**src/hw/esm_pkg.sv**
```systemverilog
package esm_pkg;

  // Bus cycle phases, Gray coded along idle-setup-strobe-off
  typedef enum logic [1:0] {
    ESM_IDLE   = 2'h0,
    ESM_SETUP  = 2'h1,
    ESM_STROBE = 2'h3,
    ESM_OFF    = 2'h2
  } esm_state_t;

  // Boot strap codes on the boot region select pair
  localparam logic [1:0] BOOT_RSVD  = 2'h0;
  localparam logic [1:0] BOOT_STACK = 2'h1;
  localparam logic [1:0] BOOT_CS1   = 2'h2;
  localparam logic [1:0] BOOT_CS0   = 2'h3;

  // Phase counter width, enough for a 32 cycle access
  localparam int CNT_W = 6;

  // First region: short mode 3..8 with one set-up cycle
  localparam logic [5:0] CS0_SHORT_BASE  = 6'h03;
  localparam logic [5:0] CS0_SHORT_SETUP = 6'h01;
  // First region: long mode 6..16 step 2 with two set-up cycles
  localparam logic [5:0] CS0_LONG_BASE   = 6'h06;
  localparam logic [5:0] CS0_LONG_SETUP  = 6'h02;
  localparam logic [2:0] CS0_SEL_MAX     = 3'h5;

  // Second region: 2,4,8,16,32 cycles, one of them set-up
  localparam logic [5:0] CS1_BASE        = 6'h02;
  localparam logic [2:0] CS1_SEL_MAX     = 3'h4;
  // Selection code of the 16 cycle access, the only one with wait
  localparam logic [2:0] CS1_WAIT_SEL    = 3'h3;
  localparam logic [5:0] WAIT_STEP       = 6'h10;

  // Page size of page-mode flash in byte address bits
  localparam int PAGE_LSB = 3;

endpackage

```
**src/hw/esm_tmr_if.sv**
```systemverilog
`timescale 1ns/1ps
// Phase timer link between the sequencer and its down counter
interface esm_tmr_if;
  logic                    load;
  logic [esm_pkg::CNT_W-1:0] load_val;
  logic                    done;

  modport owner (input load, input load_val, output done);
  modport user  (output load, output load_val, input done);
endinterface

```
**src/hw/esm_cnt.sv**
```systemverilog
`timescale 1ns/1ps
// Down counter: a load of N keeps done low for N cycles
module esm_cnt #(
  parameter int W = esm_pkg::CNT_W
) (
  input  wire logic clk_in,
  input  wire logic sys_rst_in,
  esm_tmr_if.owner  tmr
);

  logic [W-1:0] cnt_q;
  logic [W-1:0] cnt_d;

  // Load values arrive over the timer link at its fixed width
  if (W != esm_pkg::CNT_W) begin : g_bad_w
    $error("esm_cnt: W must match the timer link width");
  end

  // Next count
  always_comb begin
    cnt_d = cnt_q;
    if (tmr.load) begin
      cnt_d = tmr.load_val;
    end else if (cnt_q != '0) begin
      cnt_d = cnt_q - W'(1);
    end
  end

  // Count register
  always_ff @(posedge clk_in) begin
    if (sys_rst_in) begin
      cnt_q <= '0;
    end else begin
      cnt_q <= cnt_d;
    end
  end

  assign tmr.done = (cnt_q == '0);

endmodule

```
**src/hw/esm_ctrl.sv**
```systemverilog
`timescale 1ns/1ps
// Notes on behaviour
// - Boot region chosen from two strap pins
// - Boot bank width strap: low 8, high 16
// - First region single bank, byte lanes, strobe
// - First region access 3..8 or 6..16 cycles
// - Data-off hold of 1 to 4 cycles
// - First region SRAM, flash, optional page mode
// - Second region access 2,4,8,16,32 cycles
// - Wait only at 16 cycles, adds 16 each
// - Early write data: none, or address set-up minus one
// - 16-bit bus leaves address bit zero unused
// - Gated output enable is select AND read strobe
module esm_ctrl (
  input  wire logic        clk_in,
  input  wire logic        sys_rst_in,
  // Straps
  input  wire logic [1:0]  boot_region_select_in,
  input  wire logic        boot_bank_width_pin_in,
  output logic      [1:0]  boot_region_out,
  output logic             boot_width16_out,
  // Configuration
  input  wire logic        cs0_width16_in,
  input  wire logic        cs0_two_setup_in,
  input  wire logic [2:0]  cs0_access_sel_in,
  input  wire logic        cs0_page_mode_in,
  input  wire logic        cs1_width16_in,
  input  wire logic [2:0]  cs1_access_sel_in,
  input  wire logic [1:0]  cs1_addr_setup_sel_in,
  input  wire logic        write_timing_kind_in,
  input  wire logic [1:0]  data_off_sel_in,
  // Request and answer
  input  wire logic        req_valid_in,
  output logic             req_ready_out,
  input  wire logic        req_boot_in,
  input  wire logic        req_write_in,
  input  wire logic [20:0] req_addr_in,
  input  wire logic [1:0]  req_be_in,
  input  wire logic [15:0] req_wdata_in,
  output logic             rsp_valid_out,
  output logic             rsp_err_out,
  output logic      [15:0] rsp_rdata_out,
  // External bus
  output logic      [19:0] ext_addr_out,
  output logic      [15:0] ext_data_out,
  output logic             ext_data_oe_out,
  input  wire logic [15:0] ext_data_in,
  output logic      [1:0]  ext_chip_select_n_out,
  output logic             read_strobe_n_out,
  output logic             write_strobe_n_out,
  output logic      [1:0]  byte_lane_select_n_out,
  output logic      [1:0]  gated_output_enable_n_out,
  input  wire logic        ext_wait_n_in
);

  //////////////////////////////////////////////////////////////////////////
  // Strap and wait synchronisers, strap capture

  logic [2:0] strap_m_q;
  logic [2:0] strap_s_q;
  logic       wait_m_q;
  logic       wait_s_q;
  logic [1:0] settle_q;
  logic [1:0] settle_d;
  logic       strap_ok_q;
  logic       strap_ok_d;
  logic [1:0] boot_reg_q;
  logic [1:0] boot_reg_d;
  logic       boot_w16_q;
  logic       boot_w16_d;

  // Strap and wait pin levels pass two flops before anything reads them
  always_ff @(posedge clk_in) begin
    strap_m_q <= {boot_bank_width_pin_in, boot_region_select_in};
    strap_s_q <= strap_m_q;
    wait_m_q  <= ext_wait_n_in;
    wait_s_q  <= wait_m_q;
  end

  // Straps latch once the synchroniser has refilled after reset
  always_comb begin
    settle_d   = settle_q;
    strap_ok_d = strap_ok_q;
    boot_reg_d = boot_reg_q;
    boot_w16_d = boot_w16_q;
    if (!strap_ok_q) begin
      if (settle_q != 2'h3) begin
        settle_d = settle_q + 2'h1;
      end else begin
        strap_ok_d = 1'b1;
        boot_reg_d = strap_s_q[1:0];
        boot_w16_d = strap_s_q[2];
      end
    end
  end

  always_ff @(posedge clk_in) begin
    if (sys_rst_in) begin
      settle_q   <= 2'h0;
      strap_ok_q <= 1'b0;
      boot_reg_q <= esm_pkg::BOOT_RSVD;
      boot_w16_q <= 1'b0;
    end else begin
      settle_q   <= settle_d;
      strap_ok_q <= strap_ok_d;
      boot_reg_q <= boot_reg_d;
      boot_w16_q <= boot_w16_d;
    end
  end

  assign boot_region_out  = boot_reg_q;
  assign boot_width16_out = boot_w16_q;

  //////////////////////////////////////////////////////////////////////////
  // Phase timer

  esm_tmr_if tmr ();

  esm_cnt #(.W(esm_pkg::CNT_W)) u_cnt (
    .clk_in     (clk_in),
    .sys_rst_in (sys_rst_in),
    .tmr        (tmr)
  );

  //////////////////////////////////////////////////////////////////////////
  // Access sequencer

  esm_pkg::esm_state_t st_q, st_d;
  logic        reg_q, reg_d;        // Region of the access
  logic        w16_q, w16_d;        // Bus width of the access
  logic        wr_q, wr_d;
  logic [19:0] addr_q, addr_d;
  logic [1:0]  be_q, be_d;
  logic [15:0] wdata_q, wdata_d;
  logic        hi_q, hi_d;          // Current 8-bit beat is the high byte
  logic        more_q, more_d;      // A second 8-bit beat follows
  logic [15:0] rdata_q, rdata_d;
  logic        rsp_q, rsp_d;
  logic        err_q, err_d;
  localparam int PAGE_W = esm_pkg::PAGE_LSB;
  logic [19:PAGE_W] page_q, page_d;
  logic        page_ok_q, page_ok_d;
  logic        wr_early_q, wr_early_d;
  logic        setup_old_q, setup_old_d; // Set-up has run a cycle already

  logic [5:0]  setup_len;
  logic [5:0]  strobe_len;
  logic [5:0]  off_len;
  logic        page_hit;
  logic        accept;

  assign req_ready_out = (st_q == esm_pkg::ESM_IDLE) && strap_ok_q;
  assign accept        = req_valid_in && req_ready_out;

  // Phase lengths of the region held in reg_d
  always_comb begin
    if (!reg_d) begin
      if (cs0_two_setup_in) begin
        setup_len  = esm_pkg::CS0_LONG_SETUP;
        strobe_len = esm_pkg::CS0_LONG_BASE
                   + {2'h0, cs0_access_sel_in, 1'b0}
                   - esm_pkg::CS0_LONG_SETUP;
      end else begin
        setup_len  = esm_pkg::CS0_SHORT_SETUP;
        strobe_len = esm_pkg::CS0_SHORT_BASE
                   + {3'h0, cs0_access_sel_in}
                   - esm_pkg::CS0_SHORT_SETUP;
      end
    end else begin
      // Address set-up replaces the single set-up cycle
      setup_len  = {4'h0, cs1_addr_setup_sel_in} + 6'h01;
      strobe_len = (esm_pkg::CS1_BASE << cs1_access_sel_in) - 6'h01;
    end
    off_len = {4'h0, data_off_sel_in} + 6'h01;
  end

  // Page-mode flash: a read in the open page skips set-up
  assign page_hit = cs0_page_mode_in && page_ok_q && !req_write_in
                 && !reg_d && (req_addr_in[19:PAGE_W] == page_q);

  // Sequencer next state
  always_comb begin
    st_d      = st_q;
    reg_d     = reg_q;
    w16_d     = w16_q;
    wr_d      = wr_q;
    addr_d    = addr_q;
    be_d      = be_q;
    wdata_d   = wdata_q;
    hi_d      = hi_q;
    more_d    = more_q;
    rdata_d   = rdata_q;
    rsp_d     = 1'b0;
    err_d     = 1'b0;
    page_d    = page_q;
    page_ok_d = page_ok_q;
    wr_early_d = wr_early_q;
    setup_old_d = (st_q == esm_pkg::ESM_SETUP);
    tmr.load     = 1'b0;
    tmr.load_val = '0;
    if (accept) begin
      reg_d = req_addr_in[20];
      w16_d = req_addr_in[20] ? cs1_width16_in : cs0_width16_in;
      if (req_boot_in) begin
        reg_d = (boot_reg_q == esm_pkg::BOOT_CS1);
        w16_d = boot_w16_q;
      end
    end
    unique case (st_q)
      esm_pkg::ESM_IDLE: begin
        if (accept && req_boot_in
            && (boot_reg_q == esm_pkg::BOOT_RSVD
             || boot_reg_q == esm_pkg::BOOT_STACK)) begin
          rsp_d = 1'b1;                  // Not an external region
          err_d = 1'b1;
        end else if (accept) begin
          wr_d    = req_write_in;
          addr_d  = req_addr_in[19:0];
          be_d    = req_be_in;
          wdata_d = req_wdata_in;
          more_d  = !w16_d && (req_be_in == 2'h3);
          hi_d    = !w16_d && (req_be_in == 2'h2);
          rdata_d = '0;
          wr_early_d = reg_d && write_timing_kind_in;
          tmr.load = 1'b1;
          if (page_hit) begin
            st_d         = esm_pkg::ESM_STROBE;
            tmr.load_val = strobe_len - 6'h01;
          end else begin
            st_d         = esm_pkg::ESM_SETUP;
            tmr.load_val = setup_len - 6'h01;
          end
        end
      end
      esm_pkg::ESM_SETUP: begin
        if (tmr.done) begin
          st_d         = esm_pkg::ESM_STROBE;
          tmr.load     = 1'b1;
          tmr.load_val = strobe_len - 6'h01;
        end
      end
      esm_pkg::ESM_STROBE: begin
        if (tmr.done && reg_q && !wait_s_q
            && cs1_access_sel_in == esm_pkg::CS1_WAIT_SEL) begin
          tmr.load     = 1'b1;
          tmr.load_val = esm_pkg::WAIT_STEP - 6'h01;
        end else if (tmr.done) begin
          // Data is sampled on the last strobe cycle; the timing
          // settings, not a synchroniser, make it stable here
          if (w16_q) begin
            rdata_d = ext_data_in;
          end else if (hi_q) begin
            rdata_d[15:8] = ext_data_in[7:0];
          end else begin
            rdata_d[7:0] = ext_data_in[7:0];
          end
          page_d    = addr_q[19:PAGE_W];
          page_ok_d = !wr_q && !reg_q;
          st_d         = esm_pkg::ESM_OFF;
          tmr.load     = 1'b1;
          tmr.load_val = off_len - 6'h01;
          rsp_d = !more_q;
        end
      end
      esm_pkg::ESM_OFF: begin
        if (tmr.done && more_q) begin
          more_d       = 1'b0;                      // Second byte beat
          hi_d         = 1'b1;
          st_d         = esm_pkg::ESM_SETUP;
          tmr.load     = 1'b1;
          tmr.load_val = setup_len - 6'h01;
        end else if (tmr.done) begin
          st_d = esm_pkg::ESM_IDLE;
        end
      end
    endcase
  end

  // Sequencer registers
  always_ff @(posedge clk_in) begin
    if (sys_rst_in) begin
      st_q      <= esm_pkg::ESM_IDLE;
      reg_q     <= 1'b0;
      w16_q     <= 1'b0;
      wr_q      <= 1'b0;
      addr_q    <= '0;
      be_q      <= 2'h0;
      wdata_q   <= '0;
      hi_q      <= 1'b0;
      more_q    <= 1'b0;
      rdata_q   <= '0;
      rsp_q     <= 1'b0;
      err_q     <= 1'b0;
      page_q    <= '0;
      page_ok_q <= 1'b0;
      wr_early_q <= 1'b0;
      setup_old_q <= 1'h0;
    end else begin
      st_q      <= st_d;
      reg_q     <= reg_d;
      w16_q     <= w16_d;
      wr_q      <= wr_d;
      addr_q    <= addr_d;
      be_q      <= be_d;
      wdata_q   <= wdata_d;
      hi_q      <= hi_d;
      more_q    <= more_d;
      rdata_q   <= rdata_d;
      rsp_q     <= rsp_d;
      err_q     <= err_d;
      page_q    <= page_d;
      page_ok_q <= page_ok_d;
      wr_early_q <= wr_early_d;
      setup_old_q <= setup_old_d;
    end
  end

  assign rsp_valid_out = rsp_q;
  assign rsp_err_out   = err_q;
  assign rsp_rdata_out = rdata_q;

  //////////////////////////////////////////////////////////////////////////
  // Pin decode from registered state only, so strobes cannot glitch

  logic active;
  logic strobe;
  logic cs1_wd_on;

  assign active = (st_q == esm_pkg::ESM_SETUP)
               || (st_q == esm_pkg::ESM_STROBE);
  assign strobe = (st_q == esm_pkg::ESM_STROBE);
  // Early write data: every set-up cycle but the first, so the data
  // leads the strobe by one cycle less than the address does
  assign cs1_wd_on = wr_early_q && (st_q == esm_pkg::ESM_SETUP)
      && setup_old_q;

  // Word address from bit one on a 16-bit bus
  assign ext_addr_out = w16_q ? {addr_q[19:1], 1'b0}
                              : {addr_q[19:1], hi_q | addr_q[0]};
  assign ext_data_out = (w16_q || !hi_q) ? wdata_q
                                         : {wdata_q[15:8], wdata_q[15:8]};
  // Bus released in off time and idle
  assign ext_data_oe_out = wr_q && (strobe || cs1_wd_on
                         || (active && !reg_q));

  // Active-low controls, all high outside an access
  assign ext_chip_select_n_out = {!(active && reg_q), !(active && !reg_q)};
  assign read_strobe_n_out  = !(strobe && !wr_q);
  assign write_strobe_n_out = !(strobe && wr_q);
  assign byte_lane_select_n_out = !active ? 2'h3
      : w16_q ? ~be_q : (hi_q ? 2'h1 : 2'h2);
  // Low only while both select and read strobe are low
  assign gated_output_enable_n_out = ext_chip_select_n_out
                                   | {2{read_strobe_n_out}};

endmodule

```
**config.mk**
```make
export PLATFORM = sky130hd
export DESIGN_NAME = esm_ctrl
export DESIGN_NICKNAME = d
export VERILOG_FILES = /design/src/hw/esm_pkg.sv /design/src/hw/esm_tmr_if.sv /design/src/hw/esm_cnt.sv /design/src/hw/esm_ctrl.sv
export SDC_FILE = /design/constraint.sdc
export NUM_CORES = 1
export LEC_CHECK = 0
export BUFFER_PORTS_ARGS = -buffer_cell sky130_fd_sc_hd__buf_2
export CORE_MARGIN = 5
export CORE_UTILIZATION = 45
export DETAILED_ROUTE_END_ITERATION = 7
export GPL_TIMING_DRIVEN = 0
export MAX_ROUTING_LAYER = met4
export PLACE_DENSITY = 0.71
export RECOVER_POWER = 100
export SETUP_SLACK_MARGIN = 0.15
export SYNTH_ARGS = -nofsm -noshare
export SYNTH_HDL_FRONTEND = slang
export SYNTH_HIERARCHICAL = 1
export SYNTH_SLANG_ARGS = --single-unit
```
**constraint.sdc**
```tcl
create_clock -name clk_in -period 3.5 [get_ports clk_in]
set_clock_uncertainty 0.05 [all_clocks]
set_input_delay 0.525 -clock clk_in [delete_from_list [all_inputs] [get_ports clk_in]]
set_output_delay 0.525 -clock clk_in [all_outputs]
set_load 0.02 [all_outputs]
```
==> flow_metrics.py <==
metrics = {
    "min_path": {
        "min_path_type": "primary input to flop",
        "hold_path_depth": 1,
    },
    "logic_synthesis": {
        "yosysTopAreaCell": "dfxtp_1",
        "syn_nets": 737,
        "yosysTopAreaCellShare": 0.3990,
        "ys_async_sr_fraction": 0,
        "yosysWarnings": 6,
        "synth_seq_cells": 103,
        "netlist_instances": 645,
        "synthFlopType": "dfxtp_1",
        "ys_seq_area_frac": 0.3990,
        "synth_edf_count": 0,
        "synth.area.top_cells": "dfxtp_1 40%, nand2_1 9.0%, a21oi_1 8.4%, nand3_1 4.3%, buf_4 3.9%",
        "ys_types": 58,
        "syn_avg_cell_area_um2": 8.012,
        "syn_area_um2": 5167,
    },
    "setup_path": {
        "crit_top_cell": "inv_1",
        "crit_cells": 15,
        "cp_max_fo": 6,
        "required_ns": 3.67,
        "cp_num_buf_inv": 2,
        "worstPathArrival_ns": 3.36,
        "critical-path-top-delay-family": "simple AND/OR/NAND/NOR gates",
        "crit_chain": "inv_1 -> ha_4 -> and3_4 -> o211a_1 -> nor2_1 -> or4_1 -> o21ai_2 -> ha_2 -> inv_1 -> or3_1 -> a31oi_1 -> o21ai_0 -> a22o_1 -> nand2_1 -> o22ai_1",
        "crit_type": "flop to flop",
        "cp-end-kind": "flop",
        "max_stage_delay_ns": 0.42,
        "reg2regPathDepth": 15,
        "setup.worst_path.start_class": "flop",
        "cpMaxStageDelayCell": "or4_1",
    },
    "timing": {
        "slew_viol_final": 0,
        "relSlewSlack": 0.5309,
        "fin_crit_ns": 3.195,
        "setup-tns-final_ns": 0,
        "rsz0062_at_grt": "true",
        "max_freq_mhz": 312.9,
        "setup_viol": 0,
        "hold_violations": 0,
        "min_period_over_period": 0.9130,
        "tightest_slew_ns": 0.6939,
    },
    "detailed_routing": {
        "via_per_inst": 5.376,
        "drt_first_pass_iters": 5,
        "vias": 5118,
        "finalWirelength_mm": 15.17,
        "routedWlPerCell_um": 15.94,
        "dr.first_iter.drc_count": 241,
        "drc": 0,
        "ant_nets": 0,
    },
    "clock_network": {
        "clk-insertion-delay-late_ns": 0.34,
        "cts_tree": "done",
        "cts_root_buf": "clkbuf_16",
        "cts.clk_slew.worst_paths_ns": 0.07,
        "cts_sinks": 103,
        "clockBufferDepth": 2,
        "h-tree-depth": 3,
        "cts_buffers": 9,
    },
    "global_route": {
        "grt_max_degree": 17,
        "overflow": 0,
        "grt_pass1_vias": 4993,
        "track_usage": 0.2280,
        "grt_pass1_wl_mm": 24.09,
        "antenna_found_initial": 2,
    },
    "power": {
        "swShare": 0.3327,
        "peakVddDrop_mv": 0.2416,
        "power_density_nw_per_um2": 526.2,
        "internal-power_mw": 2.218,
        "total_power_mw": 3.324,
        "p_clk_frac": 0.313,
        "p_seq_frac": 0.397,
        "p_switching_mw": 1.106,
        "p_leak_nw": 2.383,
        "p_comb_frac": 0.290,
    },
    "floorplanning": {
        "dieArea_um2": 13730,
        "io_pins": 146,
        "placementRows": 39,
        "initial_core_util": 0.4565,
        "fp.dieH_um": 117.2,
        "core_um2": 11320,
        "die_w_um": 117.2,
    },
    "place": {
        "gp_congestion": 0.9035,
        "hpwl_mm": 11.61,
        "io_buffers": 145,
        "placedInstanceArea_um2": 6072,
    },
    "run": {
        "drv_cap": 0,
    },
    "final_layout": {
        "stdcell_area_um2": 6317,
        "final_nets": 894,
        "drive_gt1_frac": 0.1983,
        "areaGrowthSynthToFinish_pct": 22.25,
    },
    "run_status": {
        "outcome": "finished, final reports clean",
    },
}
[synthesized netlist by cell type, types with 4 or more instances]
master / number
o21ai_0: 16
inv_1: 12
nand3_1: 44
ha_1: 13
dfxtp_1: 103
nor2b_1: 8
nor3b_1: 4
nor3_1: 4
nand2b_1: 23
buf_2: 5
xnor2_1: 9
nor2_1: 27
xor2_1: 12
a21oi_1: 87
mux2i_1: 6
mux2_2: 18
nand2_1: 124
buf_4: 27
nor4_1: 8
clkbuf_1: 27
o22ai_1: 8
or3_1: 4
[flip-flops by register name (all words and copies together) (netlist names), 2 cells and up]
signal           count
addr_q              20
be_q                 2
boot_region_out      2
page_q              17
rsp_rdata_out       16
settle_q             2
st_q                 2
strap_m_q            3
strap_s_q            3
u_cnt/cnt_q          6
wdata_q             16
[worst paths after layout]
path	slack, ns	end	startpoint
hold / removal	0.23	wait_m_q$_DFF_P_	ext_wait_n_in
hold reg to reg	0.28	strap_s_q[1]$_DFF_P_	strap_m_q[1]$_DFF_P_
setup reg to reg	0.30	u_cnt/cnt_q[4]$_SDFFE_PP0P_	st_q[1]$_SDFFE_PP0P_
setup / recovery	0.30	u_cnt/cnt_q[4]$_SDFFE_PP0P_	st_q[1]$_SDFFE_PP0P_
[final cells by class]
cell class              count  area, um2
clock inverters             5      56.30
repair buffers            146      650.6
diodes                      2      5.005
fillers                  1141       5004
inverters                  12      45.04
multi-input cells         467       2725
clock buffers              11      252.7
plain buffers              63      341.6
well taps                 143      178.9
flip-flops and latches    103       2062
[power groups by stage]
stage	Sequential (mW)	Clock [mW]	Combinational (mW)
floorplan	1.33	0	0.707
global placement	1.34	0	0.965
detailed placement	1.34	0	0.970
CTS	1.32	1.05	0.977
global route	1.33	1.11	1.07
finish	1.32	1.04	0.965
[worst reg2reg max path, cell delays in order, from the launching register on]
cell and delay [ns]:
dfxtp_1 0.35, inv_1 0.17, ha_4 0.19, and3_4 0.20
o211a_1 0.21, nor2_1 0.11, or4_1 0.42, o21ai_2 0.09
ha_2 0.20, inv_1 0.08, or3_1 0.33, a31oi_1 0.17
o21ai_0 0.13, a22o_1 0.24, nand2_1 0.06, o22ai_1 0.07
[metal layers]
layer | up-vias | track usage | part of all wire
met5 | - | - | 0
met4 | 0 | 0.07645 | 0.019
met3 | 25 | 0.05141 | 0.069
met2 | 168 | 0.3744 | 0.49
met1 | 2420 | 0.2766 | 0.43
li1 | 2505 | - | -
[kinds of logic (layout without fill, tap and decap cells)]
group,after synthesis,in the layout,synth area share
buf+inv,75,237,0.07554
simple gates,266,266,0.2446
xor+xnor,21,21,0.03559
mux,24,24,0.05085
compound gates,143,143,0.1630
other cells,0,2,0
flops,103,103,0.3990
fa+ha+maj,13,13,0.03148
[layout by cell type (no fill, tap or decap), types with 3 or more instances in the layout]
master / count
nand2_1: 125
dfxtp_1: 103
clkbuf_1: 98
a21oi_1: 88
buf_2: 81
nand3_1: 43
nor2_1: 28
buf_4: 28
nand2b_1: 23
mux2_2: 18
o21ai_0: 16
xor2_1: 12
inv_1: 11
ha_1: 11
xnor2_1: 9
clkbuf_16: 9
nor2b_1: 8
nor4_1: 8
o22ai_1: 8
mux2i_1: 6
or3_1: 5
nor3_1: 4
nor3b_1: 4
and2_1: 3
a21o_1: 3
a31oi_1: 3
[repair_timing]
action,in CTS,in global routing
cloned,0,0
resized for setup,1,9
hold buffers,0,0
setup endpoints to repair,1,2
setup buffers,0,1
pin swaps,0,1
[per-stage QoR]
stage	hold WS (ns)	setup slack, ns	util	std cells
after floorplan	0.2596	0.6542	-	645
after global placement	0.2630	0.2594	0.5364	933
after detailed placement	0.2647	0.1287	0.5364	933
after CTS	0.2241	0.1634	0.5639	949
after global routing	0.2213	0.06692	0.5580	952
final	0.2339	0.3045	0.5580	952
Note: power is estimated with default switching activity, not from simulation.
